===== config.mk =====
export PLATFORM = sky130hd
export DESIGN_NAME = unified_io_controller
export DESIGN_NICKNAME = d
export VERILOG_FILES = /design/src/unified_io_controller.v
export VERILOG_INCLUDE_DIRS = /design/src /design/src/src
export SDC_FILE = /design/constraint.sdc
export NUM_CORES = 1
export LEC_CHECK = 0
export BUFFER_PORTS_ARGS = -buffer_cell sky130_fd_sc_hd__buf_2
export CAP_MARGIN = 15
export CORE_MARGIN = 2
export CORE_UTILIZATION = 50
export CTS_CLUSTER_SIZE = 8
export DETAILED_ROUTE_END_ITERATION = 10
export GPL_TIMING_DRIVEN = 1
export PLACE_DENSITY = 0.76
export SLEW_MARGIN = 20
export SYNTH_ARGS = -nofsm -noshare
export SYNTH_HDL_FRONTEND = slang
export SYNTH_SLANG_ARGS = --single-unit

===== constraint.sdc =====
create_clock -name hclk -period 2.7 [get_ports hclk]
set_input_delay 0.54 -clock hclk [delete_from_list [all_inputs] [get_ports hclk]]
set_output_delay 0.54 -clock hclk [all_outputs]
set_load 0.01 [all_outputs]

===== src/unified_io_regs.vh =====
`ifndef UNIFIED_IO_REGS_VH
`define UNIFIED_IO_REGS_VH

// byte offsets of the register window
`define SET_OUTPUT_DATA_OFS 12'h030
`define PIN_LEVEL_STATUS_OFS 12'h030
`define PIN_LEVEL_ALIAS_OFS 12'h03C
`define CLEAR_OUTPUT_DATA_OFS 12'h034
`define OUTPUT_DATA_STATUS_OFS 12'h038
`define OPEN_DRAIN_ENABLE_OFS 12'h040
`define OPEN_DRAIN_DISABLE_OFS 12'h044
`define OPEN_DRAIN_STATUS_OFS 12'h048
`define CLOCK_ENABLE_OFS 12'h050
`define CLOCK_DISABLE_OFS 12'h054
`define CLOCK_POWER_STATUS_OFS 12'h058

// address bits decoded inside the window
`define ADDR_MSB 11

// implemented lines, one bit each
`define LINE_MASK 32'hFFFFFFFF

// field position of the controller clock bit
`define CONTROLLER_CLOCK_BIT 0

// reset values
`define OUTPUT_DATA_RST 32'h00000000
`define OPEN_DRAIN_RST 32'h00000000
`define CLOCK_ON_RST 1'b0

// ahb-lite encodings
`define HTRANS_NONSEQ 2'b10
`define HTRANS_SEQ 2'b11
`define HSIZE_WORD 3'b010
`define HRESP_OKAY 1'b0

`endif


===== src/unified_io_controller.v =====
// Summary of operation
// - writing one to a set_output_data bit drives that line's data latch high
// - writing one to a clear_output_data bit drives that latch low; zeros ignored
// - output_data_status reads back every line's programmed data latch
// - pin_level_status reads the level present on each pad, sampled only while the controller clock runs
// - writing one to an open_drain_enable bit makes that line open drain
// - writing one to an open_drain_disable bit returns that line to push-pull
// - open_drain_status reads one for each open-drain line
// - writing one to bit 0 of clock_enable switches the controller clock on
// - writing one to bit 0 of clock_disable switches the controller clock off
// - bit 0 of clock_power_status reads one while the controller clock runs
// - programmed data reaches a pad only while that line is selected as output
// - an open-drain line only pulls low and releases the pad for a one
// - writes to absent lines do nothing and those bits read zero
//
// The AHB-Lite interface to the registers was decided locally.
`timescale 1ns/1ps
`include "unified_io_regs.vh"

module unified_io_controller
(
    input wire hclk,
    input wire hresetn,
    input wire hsel,
    input wire [31:0] haddr,
    input wire [1:0] htrans,
    input wire hwrite,
    input wire [2:0] hsize,
    input wire [31:0] hwdata,
    input wire hready,
    output reg hreadyout,
    output reg [31:0] hrdata,
    output reg hresp,
    input wire [31:0] line_output_select,
    input wire [31:0] line_bit_in,
    output reg [31:0] line_bit_out,
    output reg [31:0] line_bit_oe,
    output reg controller_clock_on
);

    reg [31:0] out_data_ff;
    reg [31:0] nxt_out_data;
    reg [31:0] open_drain_ff;
    reg [31:0] nxt_open_drain;
    reg clock_on_ff;
    reg nxt_clock_on;
    reg [31:0] pin_level_ff;
    reg wr_pend_ff;
    reg [`ADDR_MSB:0] wr_addr_ff;
    reg [31:0] nxt_rdata;
    reg [31:0] wmask;
    wire take;
    wire rd_take;

    // a transfer is taken when the previous one completes and a NONSEQ or SEQ access is offered; hsize is not checked
    assign take = hsel & hready & htrans[1];
    assign rd_take = take & ~hwrite;

    function [31:0] word_if;
        input [`ADDR_MSB:0] addr;
        input [`ADDR_MSB:0] ofs;
        input [31:0] data;
        begin
            word_if = (addr == ofs) ? data : 32'h00000000;
        end
    endfunction

    // the write applies in the data phase; the new state is also what a read
    // issued in that same cycle sees, so read-after-write needs no wait state
    always @*
    begin
        wmask = wr_pend_ff ? (hwdata & `LINE_MASK) : 32'h00000000;
        nxt_out_data = out_data_ff;
        nxt_open_drain = open_drain_ff;
        nxt_clock_on = clock_on_ff;
        case (wr_addr_ff)
            `SET_OUTPUT_DATA_OFS:
                nxt_out_data = out_data_ff | wmask;
            `CLEAR_OUTPUT_DATA_OFS:
                nxt_out_data = out_data_ff & ~wmask;
            `OPEN_DRAIN_ENABLE_OFS:
                nxt_open_drain = open_drain_ff | wmask;
            `OPEN_DRAIN_DISABLE_OFS:
                nxt_open_drain = open_drain_ff & ~wmask;
            `CLOCK_ENABLE_OFS:
                if (wmask[`CONTROLLER_CLOCK_BIT])
                begin
                    nxt_clock_on = 1'b1;
                end
            `CLOCK_DISABLE_OFS:
                if (wmask[`CONTROLLER_CLOCK_BIT])
                begin
                    nxt_clock_on = 1'b0;
                end
            default:
                nxt_out_data = out_data_ff;
        endcase
    end

    // write-only offsets and holes read zero
    always @*
    begin
        nxt_rdata = word_if(haddr[`ADDR_MSB:0], `PIN_LEVEL_STATUS_OFS, pin_level_ff)
            | word_if(haddr[`ADDR_MSB:0], `PIN_LEVEL_ALIAS_OFS, pin_level_ff)
            | word_if(haddr[`ADDR_MSB:0], `OUTPUT_DATA_STATUS_OFS, nxt_out_data)
            | word_if(haddr[`ADDR_MSB:0], `OPEN_DRAIN_STATUS_OFS, nxt_open_drain)
            | word_if(haddr[`ADDR_MSB:0], `CLOCK_POWER_STATUS_OFS,
                {31'h00000000, nxt_clock_on});
        nxt_rdata = nxt_rdata & `LINE_MASK;
    end

    always @(posedge hclk or negedge hresetn)
    begin
        if (!hresetn)
        begin
            out_data_ff <= `OUTPUT_DATA_RST;
            open_drain_ff <= `OPEN_DRAIN_RST;
            clock_on_ff <= `CLOCK_ON_RST;
            pin_level_ff <= 32'h00000000;
            wr_pend_ff <= 1'b0;
            wr_addr_ff <= 12'h000;
            hreadyout <= 1'b1;
            hrdata <= 32'h00000000;
            hresp <= `HRESP_OKAY;
            line_bit_out <= 32'h00000000;
            line_bit_oe <= 32'h00000000;
            controller_clock_on <= `CLOCK_ON_RST;
        end
        else
        begin
            out_data_ff <= nxt_out_data;
            open_drain_ff <= nxt_open_drain;
            clock_on_ff <= nxt_clock_on;
            controller_clock_on <= nxt_clock_on;
            // sampling stops with the controller clock; the last level is held
            if (clock_on_ff)
            begin
                pin_level_ff <= line_bit_in;
            end
            wr_pend_ff <= take & hwrite;
            wr_addr_ff <= haddr[`ADDR_MSB:0];
            hreadyout <= 1'b1;
            hresp <= `HRESP_OKAY;
            if (rd_take)
            begin
                hrdata <= nxt_rdata;
            end
            // open drain: drive low only, release for one; push-pull drives both levels
            line_bit_out <= nxt_out_data & ~nxt_open_drain;
            line_bit_oe <= line_output_select
                & (~nxt_open_drain | ~nxt_out_data) & `LINE_MASK;
        end
    end

endmodule


# After elaboration in Yosys (flattened, before gate mapping)
# Cells that the tools add are included.
# word_totals
ff_bits,206
in_bits,138
output_inout_bits,99
word_cells,50
# classes
eq_ne,11
muxes,11
bitwise_logic,19
# op_table
op,n
bitwise OR 32 bit,6
two-way mux 32 bit,5
bitwise AND 32 bit,4
case mux 32 bit (2 select lines),2
NOT 32 bit,3
"equality test 12 x 7 -> 1 bit, second input constant",6
"equality test 12 x 6 -> 1 bit, second input constant",5
bitwise OR 32 x 1 -> 32 bit,1
bitwise AND 1 bit,4
two-way mux 1 bit,3
case mux 1 bit (2 select lines),1
NOT 1 bit,1

# Logic depth before layout (Yosys ltp)
# logic_depth
word_depth,8
depth_mapped,8
ltp_nobuf,5

# Worst setup path before layout
# Ideal clock, no wire load.
# synth_path
path_type,input to register
startpoint,in haddr[9]
endpoint,reg hrdata[19]
setup_time_ns,0.065
arrival_time_ns,2.393
required_ns,2.635
setup_slack_ns,0.242
cell_stages,6
n_path_buf,1
path_cell_list,or4_1 > or2_1 > or4_1 > clkbuf_1 > and2b_1 > o22a_1
# synth_between
elab_chain_cells,6
elab_cells_between_ends,12
classes_between,eq/ne (4); mux (4); bitwise (4)
# synth_rtl
element,line_no,source
start: declaration,unified_io_controller.v:25,"input wire [31:0] haddr,"
equality test 12 x 6 -> 1 bit,unified_io_controller.v:64,word_if = (addr == ofs) ? data : 32'h00000000;
two-way mux 32 bit,unified_io_controller.v:64,
bitwise OR 32 bit (2 in a row),unified_io_controller.v:103,"nxt_rdata = word_if(haddr[`ADDR_MSB:0], `PIN_LEVEL_STATUS_OFS, pin_level_ff)"
bitwise OR 32 bit (*),unified_io_controller.v:103,
bitwise OR 32 x 1 -> 32 bit (*),unified_io_controller.v:103,
end signal: assignment,unified_io_controller.v:146,hrdata <= nxt_rdata;
end: declaration,unified_io_controller.v:32,"output reg [31:0] hrdata,"
# Mark *: on every way between the ends. The rest lies on a longest branch, timed or not.
# A chain may end at the register's enable or synchronous reset.

# Final worst setup path
# layout_path
startpoint,reg wr_addr_ff[7]
endpoint,reg line_bit_oe[21]
# layout_between
elab_chain_cells,5
elab_cells_between_ends,10
classes_between,eq/ne (4); mux (2); bitwise (4)
# layout_rtl
element,line_no,source
start: declaration,unified_io_controller.v:49,reg [`ADDR_MSB:0] wr_addr_ff;
start signal: assignment,unified_io_controller.v:141,wr_addr_ff <= haddr[`ADDR_MSB:0];
equality test 12 x 6 -> 1 bit,unified_io_controller.v:76,case (wr_addr_ff)
case mux 32 bit (2 select lines) (*),unified_io_controller.v:76,
named net nxt_out_data[21],unified_io_controller.v:42,reg [31:0] nxt_out_data;
NOT 32 bit (*),unified_io_controller.v:151,& (~nxt_open_drain | ~nxt_out_data) & `LINE_MASK;
bitwise OR 32 bit (*),unified_io_controller.v:151,
bitwise AND 32 bit (*),unified_io_controller.v:151,
end signal: assignment,unified_io_controller.v:150,line_bit_oe <= line_output_select
end: declaration,unified_io_controller.v:37,"output reg [31:0] line_bit_oe,"
# The timed path passes the listed nets; every way through them passes the cells marked *.

==> impl_metrics.json <==
{
  "min-delay-path-class": "in -> async",
  "synth_area_per_cell_um2": 12.0,
  "grt_use_total_pct": 25.5,
  "final_layout_size_suffix_gt1_share_pct": 38.3,
  "nets": 1110,
  "syn-cell-area_um2": 9090,
  "ys_seq_elements": 206,
  "area_growth_pct": 25.6,
  "io_buffers": 210,
  "startpoint_type": "register",
  "synth-edff-count": 0,
  "synth_common_cells": "206 x dfrtp_1, 62 x o211ai_1, 60 x clkbuf_1",
  "rsz0062_at_grt": "yes",
  "place_ws_ps": 51.3,
  "final_cells": 1205,
  "required_ps": 3070,
  "die_x_um": 139,
  "cts_setup_buffers": 0,
  "fill_cells": 1427,
  "whs_ps": 4.34,
  "core_um2": 17900,
  "drc": 0,
  "start_util_pct": 50.8,
  "ios": 237,
  "grt_pass1_vias": 7328,
  "dieArea_um2": 19300,
  "row_count": 49,
  "setup_slack_ps": 3.50,
  "placedCellCount": 1170,
  "post_drt_wl_per_cell_um": 20.6,
  "finalPower_mw": 7.03,
  "finalCritPeriodShare_pct": 99.9,
  "grt_pass1_wl_mm": 39.7,
  "status": "complete, no violations",
  "cts_resized": 0,
  "worstSetupEndpointType": "register",
  "globalplace.congestion": 0.793,
  "syn_nets": 896,
  "yosys.area.top_type": "dfrtp_1",
  "cts-buffers-inserted": 29,
  "crit_fanout": 72,
  "first_iter_violations": 485,
  "antenna_found_initial": 3,
  "die-height_um": 139,
  "clk_path_buf_depth": 3,
  "clkSlewWorstSetupHoldPaths_ps": 50,
  "grt_max_degree": 73,
  "synth.most_common_cell": "dfrtp_1",
  "synth_top_area_share_pct": 56.7,
  "cts.sinks": 206,
  "yosysSeqAreaShare_pct": 56.7,
  "fmax_mhz": 371,
  "root_buffer": "clkbuf_16",
  "slew_violations": 0,
  "p_per_area_nw_per_um2": 616,
  "clock_latency_ps": 520,
  "drt_first_pass_iters": 5,
  "synth_area_leaders": "dfrtp_1 57%, o211ai_1 5.1%, o31ai_2 4.1%",
  "fin_worst_skew_ps": 10.3,
  "setup_tns_ps": 0,
  "power_leakage_nw": 5.19,
  "overflow": 0,
  "totalWireLength_mm": 24.8,
  "cts_hold_buf": 0,
  "viasPerCell": 6.06,
  "maxSlewHeadroom_pct": 44.9,
  "finalSetupViolCount": 0,
  "place_hpwl_mm": 15.9,
  "crit_type": "reg -> reg",
  "ir_worst_vdd_mv": 0.533,
  "ys_warn_count": 0,
  "vias": 7301,
  "drtAntennaViolNets": 0,
  "maxCapViolations": 0,
  "cts_tree": "done",
  "syn_inst": 758,
  "synthFlopType": "dfrtp_1",
  "yosysUniqueCellTypes": 37,
  "hold_violations": 0,
  "min_period_ps": 2700,
  "synthArstFlopShare_pct": 100,
  "tightest_slew_ps": 826,
  "cp.arrival_ps": 3070,
  "htree_num_levels": 1
}
-- cells by family after synthesis --
kind of cell / after synthesis / synth area share [%]
XOR/XNOR: 1 / 0.0963
AO/OA/AOI/OAI: 284 / 24.4
buffers and inverters: 75 / 3.56
multiplexers: 34 / 4.18
AND/OR/NAND/NOR: 156 / 11.0
other: 2 / 0.0826
flip-flops: 206 / 56.7
-- final cells by class --
cell class | instances | area (µm²) | share of cell area [%]
Tap cell | 229 | 287 | 2.51
Antenna cell | 1 | 2.50 | 0.0219
Multi-Input combinational cell | 477 | 3730 | 32.7
Timing Repair Buffer | 254 | 1470 | 12.8
Sequential cell | 206 | 5160 | 45.2
Inverter | 4 | 15.0 | 0.131
Clock buffer | 34 | 754 | 6.61
-- power breakdown --
group          internal [mW]  switching, mW  total, mW
sequential              3.23         0.0841       3.31
combinational          0.267          0.329      0.596
clock                   1.91           1.21       3.12
total                   5.40           1.63       7.03
-- metrics by stage --
stage / utilization [%] / cell area, µm²
floorplan: - / 9090
global placement: 59.1 / 10600
detailed placement: 59.1 / 10600
CTS: 63.3 / 11300
global route: 63.8 / 11400
finish: 63.8 / 11400
-- flip-flops by register name, summed over array words and instances, names as in the netlist --
name           flops
hrdata            32
line_bit_oe       32
pin_level_ff      32
wr_pend_ff         1
out_data_ff       32
clock_on_ff        1
line_bit_out      32
open_drain_ff     32
wr_addr_ff        12
-- cell usage in the layout, fill, tap and decap left out, drive strengths merged, types with 2 or more instances in the layout --
master	n
buf	253
dfrtp	206
o211ai	62
o31ai	62
nor2b	48
clkbuf	35
nand2	34
o41ai	33
nand4b	32
a21oi	32
mux2	32
a21boi	32
o21ai	31
o22a	30
and2b	14
or4	7
nand2b	6
nor4	5
inv	4
nor2	4
nand3b	2
mux2i	2
conb	2
-- worst paths after layout --
| kind | depth (start not counted) | startpoint | end | slack [ps] |
|---|---|---|---|---|
| hold reg to reg | 1 | hrdata[7] | hrdata[7] | 500 |
| setup reg to reg | 5 | wr_addr_ff[7] | line_bit_oe[21] | 3 |
| setup / recovery | 5 | wr_addr_ff[7] | line_bit_oe[21] | 3 |
| min in group hclk | 1 | haddr[11] | wr_addr_ff[11] | 130 |
| max in group asynchronous | 2 | hresetn | wr_pend_ff | 1970 |
| hold / removal | 1 | hresetn | line_bit_oe[20] | 4 |
-- metal layers --
metal	GRT usage, %	share of wire (%)	wire length, µm	vias up
met2	41.5	48	11900	285
met5	0	0.10	26	-
li1	-	-	-	3312
met1	35.1	43	10600	3646
met3	5.11	6.9	1700	54
met4	7.66	2.4	592	4
-- worst max-delay path, cell delays in order (launching register included) --
cell,delay [ps]
dfrtp_1,360
or4_2,760
or4_4,540
buf_12,210
o31ai_1,470
a21boi_0,170
No activity file was read; power rests on OpenSTA's default activity.
